**src/pkg/bbd_regs.svh**
```systemverilog
// Opcode, field and timing constants of the bit and branch decoder
`ifndef BBD_REGS_SVH
`define BBD_REGS_SVH
// Behaviour
// (RULE1) Opcode 82 ANDs addressed bit into carry; two bytes, two cycles.
// (RULE2) Opcode B0 ANDs inverted bit into carry, bit kept; two bytes, two cycles.
// (RULE3) Opcode 72 ORs addressed bit into carry; two bytes, two cycles.
// (RULE4) Opcode A0 ORs inverted bit into carry, bit kept; two bytes, two cycles.
// (RULE5) Opcode A2 copies addressed bit into carry; two bytes, one cycle.
// (RULE6) Opcode 92 writes carry into addressed bit; two bytes, two cycles.
// (RULE7) Bit operand is one direct bit; C2, D2, B2 clear, set, invert it.
// (RULE8) Eleven-bit target replaces low bits, staying in the next byte's page.
// (RULE9) Low nibble 1: odd high nibble calls, even jumps; two bytes, two cycles.
// (RULE10) Opcodes 12 and 02 call and jump to sixteen-bit target; three bytes.
// (RULE11) Relative offset is signed byte added to next instruction address.
// (RULE12) Opcode 80 jumps by relative offset; two bytes, two cycles.
// (RULE13) Opcode 73 jumps to accumulator plus data pointer; one byte, two cycles.
// (RULE14) Opcode 60 branches on zero accumulator, 70 on nonzero.
// (RULE15) Opcode 40 branches on carry set, 50 on carry clear.
// (RULE16) Opcode 20 branches on bit set, 30 on bit clear; three bytes.
// (RULE17) Opcode 10 branches on bit set and clears that bit.
// (RULE18) Compare opcodes B4 to BF branch when operands differ; three bytes.
// (RULE19) D8 to DF decrement working register, branch if result nonzero.
// (RULE20) Opcode D5 decrements direct byte, branches if result nonzero.
// (RULE21) Low nibbles 8 to F select working register 0 to 7.
// (RULE22) Indirect operand uses working register 0 or 1 by low opcode bit.
// (RULE23) Direct byte reaches 128 RAM locations or special function registers.
// (RULE24) Sixteen-bit immediate is taken from second and third bytes.
// (RULE25) Page target bits 10 to 8 come from opcode bits 7 to 5.
// (RULE26) Calls push return address low byte first; returns pop it back.
// (RULE27) Opcode 00 does nothing; C3, D3, B3 clear, set, invert carry.
`define OP_NO_OPERATION 8'h00
`define OP_AND_C 8'h82
`define OP_ANDN_C 8'hb0
`define OP_OR_C 8'h72
`define OP_ORN_C 8'ha0
`define OP_MOV_CB 8'ha2
`define OP_MOV_BC 8'h92
`define OP_CLR_BIT 8'hc2
`define OP_SET_BIT 8'hd2
`define OP_INV_BIT 8'hb2
`define OP_CLR_C 8'hc3
`define OP_SET_C 8'hd3
`define OP_INV_C 8'hb3
`define OP_LONG_CALL 8'h12
`define OP_LONG_JUMP 8'h02
`define OP_SUB_RET 8'h22
`define OP_INT_RET 8'h32
`define OP_SHORT_JUMP 8'h80
`define OP_IND_JUMP 8'h73
`define OP_ACC_ZERO 8'h60
`define OP_ACC_NZ 8'h70
`define OP_CY_SET 8'h40
`define OP_CY_CLR 8'h50
`define OP_BIT_SET 8'h20
`define OP_BIT_CLR 8'h30
`define OP_BIT_SET_CLR 8'h10
`define OP_CMP_DIR 8'hb5
`define OP_CMP_IMM 8'hb4
`define OP_DEC_DIR 8'hd5
`define ABS_LO_NIB 4'h1
`define CMP_REG_NIB 4'hb
`define DEC_REG_NIB 4'hd
`define CMP_IND_PAIR 7'h5b
`define DIRECT_RAM_TOP 8'h80
`define BIT_RAM_BASE 4'h2
`define LEN_ONE 2'h1
`define LEN_TWO 2'h2
`define LEN_THREE 2'h3
`define MC_ONE 2'h1
`define MC_TWO 2'h2
`define MC_CLKS_DEF 4
`endif

```
**src/pkg/bbd_pkg.sv**
```systemverilog
// Types shared by the bit and branch decoder
package bbd_pkg;
   typedef enum logic [5:0] {
      CL_ILLEGAL, CL_NOOP, CL_CLR_C, CL_SET_C, CL_INV_C, CL_CLR_BIT,
      CL_SET_BIT, CL_INV_BIT, CL_AND_C, CL_ANDN_C, CL_OR_C, CL_ORN_C,
      CL_MOV_CB, CL_MOV_BC, CL_ABS_CALL, CL_ABS_JUMP, CL_LONG_CALL,
      CL_LONG_JUMP, CL_SUB_RET, CL_INT_RET, CL_SHORT_JUMP, CL_IND_JUMP,
      CL_ACC_ZERO, CL_ACC_NZ, CL_CY_SET, CL_CY_CLR, CL_BIT_SET,
      CL_BIT_CLR, CL_BIT_SET_CLR, CL_CMP_DIR, CL_CMP_IMM, CL_CMP_IND,
      CL_CMP_REG, CL_DEC_REG, CL_DEC_DIR
   } bbd_cls_t;
   typedef enum logic [2:0] {
      OPK_NONE, OPK_DIRECT, OPK_REG, OPK_INDIRECT, OPK_BIT
   } bbd_opk_t;
   typedef enum logic [2:0] {
      ST_IDLE = 3'h0,
      ST_FETCH = 3'h1,
      ST_EXEC = 3'h3,
      ST_STK1 = 3'h2,
      ST_STK2 = 3'h6,
      ST_WAIT = 3'h7
   } bbd_state_t;
endpackage

```
**src/rtl/bbd_decoder.sv**
```systemverilog
// Bit manipulation and program control decoder with cycle timing
`include "bbd_regs.svh"
module bbd_decoder #(
   parameter int MC_CLKS = `MC_CLKS_DEF
) (
   input wire logic ref_clk_i,
   input wire logic srst_i,
   input wire logic start_i,
   input wire logic [7:0] opcode_i,
   input wire logic [7:0] byte2_i,
   input wire logic [7:0] byte3_i,
   input wire logic [15:0] next_pc_i,
   input wire logic [7:0] acc_i,
   input wire logic [15:0] data_pointer_i,
   input wire logic carry_i,
   input wire logic bit_i,
   input wire logic [7:0] operand_i,
   input wire logic [7:0] stack_data_i,
   output logic busy_o,
   output logic done_o,
   output logic illegal_o,
   output logic [1:0] instr_len_o,
   output logic [1:0] mc_count_o,
   output bbd_pkg::bbd_opk_t operand_kind_o,
   output logic [7:0] operand_addr_o,
   output logic operand_sfr_o,
   output logic [2:0] bit_sel_o,
   output logic pc_load_o,
   output logic [15:0] pc_target_o,
   output logic carry_we_o,
   output logic carry_o,
   output logic bit_we_o,
   output logic bit_o,
   output logic byte_we_o,
   output logic [7:0] byte_o,
   output logic push_o,
   output logic pop_o,
   output logic [7:0] stack_byte_o,
   output logic int_done_o
);
   import bbd_pkg::*;

   bbd_state_t state;
   bbd_cls_t cls;
   bbd_cls_t next_cls;
   logic [7:0] op;
   logic [7:0] b2;
   logic [7:0] b3;
   logic [15:0] npc;
   logic [7:0] ret_hi;
   logic [7:0] cnt;
   logic [7:0] total;
   logic [1:0] next_len;
   logic [1:0] next_mc;
   logic [7:0] rel;
   logic [15:0] rel_target;
   logic [7:0] dec_val;
   logic is_call;
   logic is_ret;
   logic take;

   // Opcode to class; pattern groups first, then exact codes
   always_comb begin
      next_cls = CL_ILLEGAL;
      if (opcode_i[3:0] == `ABS_LO_NIB) begin
         next_cls = opcode_i[4] ? CL_ABS_CALL : CL_ABS_JUMP; // RULE9
      end else if (opcode_i[7:4] == `CMP_REG_NIB && opcode_i[3]) begin
         next_cls = CL_CMP_REG; // RULE21
      end else if (opcode_i[7:4] == `DEC_REG_NIB && opcode_i[3]) begin
         next_cls = CL_DEC_REG; // RULE21
      end else if (opcode_i[7:1] == `CMP_IND_PAIR) begin
         next_cls = CL_CMP_IND;
      end else begin
         case (opcode_i)
            `OP_NO_OPERATION: next_cls = CL_NOOP;
            `OP_AND_C: next_cls = CL_AND_C;
            `OP_ANDN_C: next_cls = CL_ANDN_C;
            `OP_OR_C: next_cls = CL_OR_C;
            `OP_ORN_C: next_cls = CL_ORN_C;
            `OP_MOV_CB: next_cls = CL_MOV_CB;
            `OP_MOV_BC: next_cls = CL_MOV_BC;
            `OP_CLR_BIT: next_cls = CL_CLR_BIT;
            `OP_SET_BIT: next_cls = CL_SET_BIT;
            `OP_INV_BIT: next_cls = CL_INV_BIT;
            `OP_CLR_C: next_cls = CL_CLR_C;
            `OP_SET_C: next_cls = CL_SET_C;
            `OP_INV_C: next_cls = CL_INV_C;
            `OP_LONG_CALL: next_cls = CL_LONG_CALL;
            `OP_LONG_JUMP: next_cls = CL_LONG_JUMP;
            `OP_SUB_RET: next_cls = CL_SUB_RET;
            `OP_INT_RET: next_cls = CL_INT_RET;
            `OP_SHORT_JUMP: next_cls = CL_SHORT_JUMP;
            `OP_IND_JUMP: next_cls = CL_IND_JUMP;
            `OP_ACC_ZERO: next_cls = CL_ACC_ZERO;
            `OP_ACC_NZ: next_cls = CL_ACC_NZ;
            `OP_CY_SET: next_cls = CL_CY_SET;
            `OP_CY_CLR: next_cls = CL_CY_CLR;
            `OP_BIT_SET: next_cls = CL_BIT_SET;
            `OP_BIT_CLR: next_cls = CL_BIT_CLR;
            `OP_BIT_SET_CLR: next_cls = CL_BIT_SET_CLR;
            `OP_CMP_DIR: next_cls = CL_CMP_DIR;
            `OP_CMP_IMM: next_cls = CL_CMP_IMM;
            `OP_DEC_DIR: next_cls = CL_DEC_DIR;
            default: next_cls = CL_ILLEGAL;
         endcase
      end
   end

   // Byte length and machine cycles per class
   always_comb begin
      next_len = `LEN_TWO;
      next_mc = `MC_TWO;
      case (next_cls)
         CL_ILLEGAL, CL_NOOP, CL_CLR_C, CL_SET_C, CL_INV_C: begin
            next_len = `LEN_ONE; // RULE27
            next_mc = `MC_ONE;
         end
         CL_CLR_BIT, CL_SET_BIT, CL_INV_BIT, CL_MOV_CB: begin
            next_mc = `MC_ONE; // RULE5 RULE7
         end
         CL_SUB_RET, CL_INT_RET, CL_IND_JUMP: begin
            next_len = `LEN_ONE; // RULE13
         end
         CL_LONG_CALL, CL_LONG_JUMP, CL_BIT_SET, CL_BIT_CLR,
         CL_BIT_SET_CLR, CL_CMP_DIR, CL_CMP_IMM, CL_CMP_IND,
         CL_CMP_REG, CL_DEC_DIR: begin
            next_len = `LEN_THREE; // RULE10 RULE16 RULE18 RULE20
         end
         default: begin
            next_len = `LEN_TWO; // RULE1 RULE9 RULE12 RULE19
         end
      endcase
   end

   // Offset sits after any bit or data byte
   assign rel = (instr_len_o == `LEN_THREE) ? b3 : b2;
   assign rel_target = npc + {{8{rel[7]}}, rel}; // RULE11
   assign dec_val = operand_i - 8'h01;
   assign is_call = cls inside {CL_ABS_CALL, CL_LONG_CALL};
   assign is_ret = cls inside {CL_SUB_RET, CL_INT_RET};

   // Branch decision for conditional classes
   always_comb begin
      case (cls)
         CL_SHORT_JUMP: take = 1'b1; // RULE12
         CL_ACC_ZERO: take = (acc_i == 8'h00); // RULE14
         CL_ACC_NZ: take = (acc_i != 8'h00); // RULE14
         CL_CY_SET: take = carry_i; // RULE15
         CL_CY_CLR: take = !carry_i; // RULE15
         CL_BIT_SET, CL_BIT_SET_CLR: take = bit_i; // RULE16 RULE17
         CL_BIT_CLR: take = !bit_i; // RULE16
         CL_CMP_DIR: take = (acc_i != operand_i); // RULE18
         CL_CMP_IMM: take = (acc_i != b2); // RULE18
         CL_CMP_IND, CL_CMP_REG: take = (operand_i != b2); // RULE18
         CL_DEC_REG, CL_DEC_DIR: take = (dec_val != 8'h00); // RULE19 RULE20
         default: take = 1'b0;
      endcase
   end

   // Sequencer and cycle counter
   always_ff @(posedge ref_clk_i) begin
      if (srst_i) begin
         state <= ST_IDLE;
         cnt <= 8'h00;
         busy_o <= 1'b0;
         done_o <= 1'b0;
      end else begin
         done_o <= 1'b0;
         cnt <= cnt + 8'h01;
         case (state)
            ST_IDLE: begin
               if (start_i) begin
                  state <= ST_FETCH;
                  cnt <= 8'h00;
                  busy_o <= 1'b1;
               end
            end
            ST_FETCH: state <= ST_EXEC;
            ST_EXEC: state <= (is_call || is_ret) ? ST_STK1 : ST_WAIT;
            ST_STK1: state <= ST_STK2;
            ST_STK2: state <= ST_WAIT;
            default: begin
               if (cnt >= total - 8'h01) begin
                  state <= ST_IDLE;
                  busy_o <= 1'b0;
                  done_o <= 1'b1;
               end
            end
         endcase
      end
   end

   // Instruction capture at start
   always_ff @(posedge ref_clk_i) begin
      if (srst_i) begin
         cls <= CL_ILLEGAL;
         op <= 8'h00;
         b2 <= 8'h00;
         b3 <= 8'h00;
         npc <= 16'h0000;
         total <= 8'h00;
         instr_len_o <= `LEN_ONE;
         mc_count_o <= `MC_ONE;
         illegal_o <= 1'b0;
      end else if (state == ST_IDLE && start_i) begin
         cls <= next_cls;
         op <= opcode_i;
         b2 <= byte2_i;
         b3 <= byte3_i;
         npc <= next_pc_i;
         total <= 8'(next_mc * MC_CLKS);
         instr_len_o <= next_len;
         mc_count_o <= next_mc;
         illegal_o <= (next_cls == CL_ILLEGAL);
      end
   end

   // Operand select, loaded at the end of the fetch cycle and shown from the execute cycle onward
   always_ff @(posedge ref_clk_i) begin
      if (srst_i) begin
         operand_kind_o <= OPK_NONE;
         operand_addr_o <= 8'h00;
         operand_sfr_o <= 1'b0;
         bit_sel_o <= 3'h0;
      end else if (state == ST_FETCH) begin
         operand_kind_o <= OPK_NONE;
         operand_addr_o <= b2;
         operand_sfr_o <= (b2 >= `DIRECT_RAM_TOP); // RULE23
         bit_sel_o <= b2[2:0];
         case (cls)
            CL_CLR_BIT, CL_SET_BIT, CL_INV_BIT, CL_AND_C, CL_ANDN_C,
            CL_OR_C, CL_ORN_C, CL_MOV_CB, CL_MOV_BC, CL_BIT_SET,
            CL_BIT_CLR, CL_BIT_SET_CLR: begin
               operand_kind_o <= OPK_BIT; // RULE7
               // Low bit space maps onto RAM bytes 20h to 2Fh
               operand_addr_o <= b2[7] ? {b2[7:3], 3'h0}
                                       : {`BIT_RAM_BASE, b2[6:3]};
            end
            CL_CMP_DIR, CL_DEC_DIR: operand_kind_o <= OPK_DIRECT;
            CL_CMP_REG, CL_DEC_REG: begin
               operand_kind_o <= OPK_REG; // RULE21
               operand_addr_o <= {5'h00, op[2:0]};
               operand_sfr_o <= 1'b0;
            end
            CL_CMP_IND: begin
               operand_kind_o <= OPK_INDIRECT; // RULE22
               operand_addr_o <= {7'h00, op[0]};
               operand_sfr_o <= 1'b0;
            end
            default: operand_kind_o <= OPK_NONE;
         endcase
      end
   end

   // Carry, bit, byte and program counter results
   always_ff @(posedge ref_clk_i) begin
      if (srst_i) begin
         pc_load_o <= 1'b0;
         pc_target_o <= 16'h0000;
         carry_we_o <= 1'b0;
         carry_o <= 1'b0;
         bit_we_o <= 1'b0;
         bit_o <= 1'b0;
         byte_we_o <= 1'b0;
         byte_o <= 8'h00;
      end else begin
         pc_load_o <= 1'b0;
         carry_we_o <= 1'b0;
         bit_we_o <= 1'b0;
         byte_we_o <= 1'b0;
         if (state == ST_EXEC) begin
            pc_load_o <= take;
            pc_target_o <= rel_target;
            case (cls)
               CL_CLR_C: begin
                  carry_we_o <= 1'b1; // RULE27
                  carry_o <= 1'b0;
               end
               CL_SET_C: begin
                  carry_we_o <= 1'b1; // RULE27
                  carry_o <= 1'b1;
               end
               CL_INV_C: begin
                  carry_we_o <= 1'b1; // RULE27
                  carry_o <= !carry_i;
               end
               CL_AND_C: begin
                  carry_we_o <= 1'b1;
                  carry_o <= carry_i & bit_i; // RULE1
               end
               CL_ANDN_C: begin
                  carry_we_o <= 1'b1;
                  carry_o <= carry_i & !bit_i; // RULE2
               end
               CL_OR_C: begin
                  carry_we_o <= 1'b1;
                  carry_o <= carry_i | bit_i; // RULE3
               end
               CL_ORN_C: begin
                  carry_we_o <= 1'b1;
                  carry_o <= carry_i | !bit_i; // RULE4
               end
               CL_MOV_CB: begin
                  carry_we_o <= 1'b1;
                  carry_o <= bit_i; // RULE5
               end
               CL_MOV_BC: begin
                  bit_we_o <= 1'b1;
                  bit_o <= carry_i; // RULE6
               end
               CL_CLR_BIT: begin
                  bit_we_o <= 1'b1; // RULE7
                  bit_o <= 1'b0;
               end
               CL_SET_BIT: begin
                  bit_we_o <= 1'b1; // RULE7
                  bit_o <= 1'b1;
               end
               CL_INV_BIT: begin
                  bit_we_o <= 1'b1; // RULE7
                  bit_o <= !bit_i;
               end
               CL_BIT_SET_CLR: begin
                  bit_we_o <= bit_i; // RULE17
                  bit_o <= 1'b0;
               end
               CL_DEC_REG, CL_DEC_DIR: begin
                  byte_we_o <= 1'b1; // RULE19 RULE20
                  byte_o <= dec_val;
               end
               CL_ABS_CALL, CL_ABS_JUMP: begin
                  pc_load_o <= 1'b1;
                  pc_target_o <= {npc[15:11], op[7:5], b2}; // RULE8 RULE25
               end
               CL_LONG_CALL, CL_LONG_JUMP: begin
                  pc_load_o <= 1'b1;
                  pc_target_o <= {b2, b3}; // RULE10 RULE24
               end
               CL_IND_JUMP: begin
                  pc_load_o <= 1'b1;
                  pc_target_o <= data_pointer_i + {8'h00, acc_i}; // RULE13
               end
               default: begin
               end
            endcase
         end else if (state == ST_STK2 && is_ret) begin
            pc_load_o <= 1'b1; // RULE26
            pc_target_o <= {ret_hi, stack_data_i};
         end
      end
   end

   // Stack traffic: push low then high, pop high then low
   always_ff @(posedge ref_clk_i) begin
      if (srst_i) begin
         push_o <= 1'b0;
         pop_o <= 1'b0;
         stack_byte_o <= 8'h00;
         ret_hi <= 8'h00;
         int_done_o <= 1'b0;
      end else begin
         push_o <= 1'b0;
         pop_o <= 1'b0;
         int_done_o <= 1'b0;
         if (state == ST_EXEC) begin
            push_o <= is_call; // RULE26
            pop_o <= is_ret;
            stack_byte_o <= npc[7:0];
         end else if (state == ST_STK1) begin
            push_o <= is_call;
            pop_o <= is_ret;
            stack_byte_o <= npc[15:8];
            ret_hi <= stack_data_i;
         end else if (state == ST_STK2) begin
            int_done_o <= (cls == CL_INT_RET); // RULE26
         end
      end
   end

   // Cycles from the third quiet sample to done for a one-cycle opcode
   localparam int NOP_GAP = (MC_CLKS < 3) ? 1 : MC_CLKS - 2;
endmodule

```
**config.mk**
```make
export PLATFORM = sky130hd
export DESIGN_NAME = bbd_decoder
export DESIGN_NICKNAME = d
export VERILOG_FILES = /design/src/pkg/bbd_pkg.sv /design/src/rtl/bbd_decoder.sv
export VERILOG_INCLUDE_DIRS = /design/src /design/src/pkg
export SDC_FILE = /design/constraint.sdc
export NUM_CORES = 1
export LEC_CHECK = 0
export BUFFER_PORTS_ARGS = -buffer_cell sky130_fd_sc_hd__buf_4
export CAP_MARGIN = 20
export CORE_MARGIN = 4
export CORE_UTILIZATION = 45
export DETAILED_ROUTE_END_ITERATION = 8
export PLACE_DENSITY_LB_ADDON = 0.12
export SYNTH_ARGS = -nofsm -noshare
export SYNTH_HDL_FRONTEND = slang
export SYNTH_SLANG_ARGS = --single-unit
```
**constraint.sdc**
```tcl
create_clock -name ref_clk_i -period 4.1 [get_ports ref_clk_i]
set_input_delay 0.615 -clock ref_clk_i [delete_from_list [all_inputs] [get_ports ref_clk_i]]
set_output_delay 0.615 -clock ref_clk_i [all_outputs]
set_load 0.02 [all_outputs]
```
==> impl_results.md <==
* Status: finished, final reports clean
* Setup CP Type: register to register
* Final Instance Count excl. Fillers at 1344
* EDFF count, synth at 0
* Mapped Cells at 1004
* Synthesized flop and latch total at 127
* Final Max Slew Viols at 0
* HPWL after DPL at 19.1 mm
* Count of cell types in the netlist at 95
* Simple logic cell fraction of the synthesized area at 0.212
* CP max stage delay at 0.43 ns
* DIE HEIGHT at 143 um
* Share of the synthesized area in the top cell type at 0.312
* CTS sink cnt at 127
* Synthesized area per cell at 8.12 um^2
* Dominant synthesized flop cell: dfxtp_1
* Hold_buf cts at 0
* Worst-margin pin slew at 0.929 ns
* Crit path capture type: register
* Tightest Hold Check Type: input pin to register
* Largest family of logic cells by synthesized area: compound AO/OA/AOI/OAI gates
* Fmax at 313 MHz
* Critical path arrival at 3.51 ns
* Unrepaired setup endpoints after global routing: false
* Total CTS buffers at 17
* Skew final at 0.00695 ns
* Critical path peak fanout at 8
* Total die area at 20300 um^2
* Clock-pin slew on the worst setup and hold paths at 0.06 ns
* Maximum vdd drop at 0.000314 V
* Max Cap Viol at 0
* Final hold vios at 0
* ANT cells at 0
* Fin util at 0.559
* Crit path launch type: register
* Pwr dens at 422 nW/um^2
* Synth area leaders: dfxtp_1 31%, nand2_1 6.9%, a21oi_1 6.5%
* Final WL at 25.9 mm
* Slowest CP cell: fa_1
* LEAKAGE at 4.02 nW
* Vias in the first global route at 7155
* XOR/XNOR share of the synthesized area at 0.0559
* Area share of fa/ha/maj cells after synthesis at 0.0556
* Reg2Reg Setup Slack at 0.91 ns
* I/O pin total at 148
* Placed Instances at 1311
* Drt wl/cell at 19.3 um
* Max clock buf depth at 2
* Register area share after synthesis at 0.312
* Clk Latency, worst-skew pair at 0.43 ns
* Layout cells sized above 1 at 0.210
* Die X at 143 um
* Area leader, netlist: dfxtp_1
* Post-CTS Setup Bufs at 0
* Pre-antenna DRT Iters at 6
* Compound-Gate Fraction of Synth Area at 0.259
* Grt total ovfl at 0
* CTS tree: yes
* IO buf count at 147
* Mapped Nets at 1124
* Worst path cell trace: nand2_1 -> mux2_2 -> ha_1 -> fa_1 -> a211oi_1 -> o21a_1 -> a21oi_1 -> a311o_1 -> a41oi_1 -> xor2_1 -> o2bb2ai_1
* CP bufs+invs at 0
* Remaining antenna violation count after routing at 0
* DRC Markers at 0
* Post-synth ARST share at 0
* Clk root buf: clkbuf_16
* Final net count at 1226
* Final setup viols at 0
* Gp weighted congestion at 0.931
* First-pass GRT wire length at 40.5 mm
* GRT Util Overall at 0.250
* Via/cell ratio at 5.97
* Critical path required time at 4.42 ns
* Post-synthesis mux area share at 0.0442
* Area grow syn2layout at 20.2%
* Max transition margin at 0.380
* Post-route minimum period at 3.19 ns
* DR iter-0 viols at 707
* Initial Util at 0.465
* Initial antenna violation count at 0
* H-tree levels at 4
* Core ar. at 17500 um^2
* Via Count at 8026
* Core Rows at 48
* CP top delay family: compound AO/OA/AOI/OAI gates
* Mapped cell area at 8150 um^2
* Largest net degree at the start of global routing at 53
* Sum Neg Setup Slack at 0 ns
* Ys Warns at 0
* Period utilisation layout at 0.778
* Post-cts sizing count at 0
[cells in the final DEF, fill, tap and decap left out, drive strengths merged, types with 15 or more instances in the layout]
| cell | count |
|---|---|
| xnor2 | 26 |
| nand3 | 24 |
| a211oi | 27 |
| nor2 | 72 |
| clkbuf | 17 |
| mux2i | 27 |
| o21ai | 32 |
| xor2 | 26 |
| buf | 160 |
| ha | 33 |
| nand2 | 150 |
| and3 | 16 |
| dfxtp | 127 |
| inv | 25 |
| a21o | 15 |
| nor3 | 20 |
| a21oi | 106 |
[sequential cells by signal, summed over array words and instances, names as in the netlist, 3 cells and up]
register        cells
b2                  8
bit_sel_o           3
b3                  8
cnt                 8
byte_o              8
cls                 6
operand_addr_o      8
npc                16
pc_target_o        16
ret_hi              8
state               3
stack_byte_o        8
op                  6
operand_kind_o      3
[per-layer routing]
metal  vias up  part of all wire  track usage
met5         -                 0            0
met3        32             0.080       0.0511
met1      3783              0.47        0.376
met4         0             0.017       0.0610
met2       331              0.44        0.366
li1       3880                 -            -
[path summary, 6_finish.rpt]
kind	from	depth (start not counted)	to
setup reg to reg	instr_len_o[0]$_SDFFE_PP1P_	11	pc_target_o[14]$_SDFFE_PP0P_
setup / recovery	instr_len_o[0]$_SDFFE_PP1P_	11	pc_target_o[14]$_SDFFE_PP0P_
hold reg to reg	mc_count_o[0]$_SDFFE_PP1P_	2	mc_count_o[0]$_SDFFE_PP1P_
hold / removal	operand_i[0]	2	byte_o[0]$_SDFFE_PP0P_
[final cells by class]
cell class	count	area, um^2
clock inverters	15	146
multi-input cells	775	5100
well taps	225	282
repair buffers	160	1200
inverters	25	93.8
fillers	1671	7740
clock buffers	17	425
flip-flops and latches	127	2540
[stage by stage]
step / total power [W] / cell area (um^2) / worst slack, ns / hold WS (ns)
final: 0.00414 / 9800 / 0.910 / 0.411
after detailed placement: 0.00266 / 9210 / 0.922 / 0.438
after global routing: 0.00434 / 9800 / 0.722 / 0.409
after floorplan: 0.00227 / 8150 / 1.11 / 0.436
after CTS: 0.00414 / 9790 / 0.919 / 0.395
after global placement: 0.00265 / 9210 / 0.996 / 0.433
[power breakdown]
part	internal [W]	leakage, nW	total [W]	switching (W)
Clock	0.000889	0.275	0.00148	0.000595
Combinational	0.000459	2.71	0.00113	0.000671
Sequential	0.00136	1.03	0.00152	0.000166
[worst reg2reg max path, delay by kind of cell (launching register included)]
kind | cells | cell delay (ns)
xor gates and xnor gates | 1 | 0.18
muxes | 1 | 0.39
and+or+nand+nor | 1 | 0.30
AOI/OAI and AO/OA | 6 | 1.23
DFF | 1 | 0.33
adders and majority gates | 2 | 0.66
[cell families after synthesis]
family / after synthesis
buffers and inverters: 102
flip-flops: 127
multiplexers: 35
AO/OA/AOI/OAI: 304
AND/OR/NAND/NOR: 349
XOR/XNOR: 52
adder cells (fa/ha/maj): 35
[cell usage after synthesis (all sizes together), types with 9 or more instances]
master	count
a211oi	27
a21o	15
a21oi	106
a221oi	14
a22oi	11
a311oi	9
a31oi	10
and3	16
buf	29
clkbuf	48
dfxtp	127
ha	33
inv	24
mux2i	27
nand2	150
nand3	24
nor2	72
nor3	20
nor4	9
o211ai	9
o21ai	32
xnor2	26
xor2	26
(Power assumes the default switching activity.)
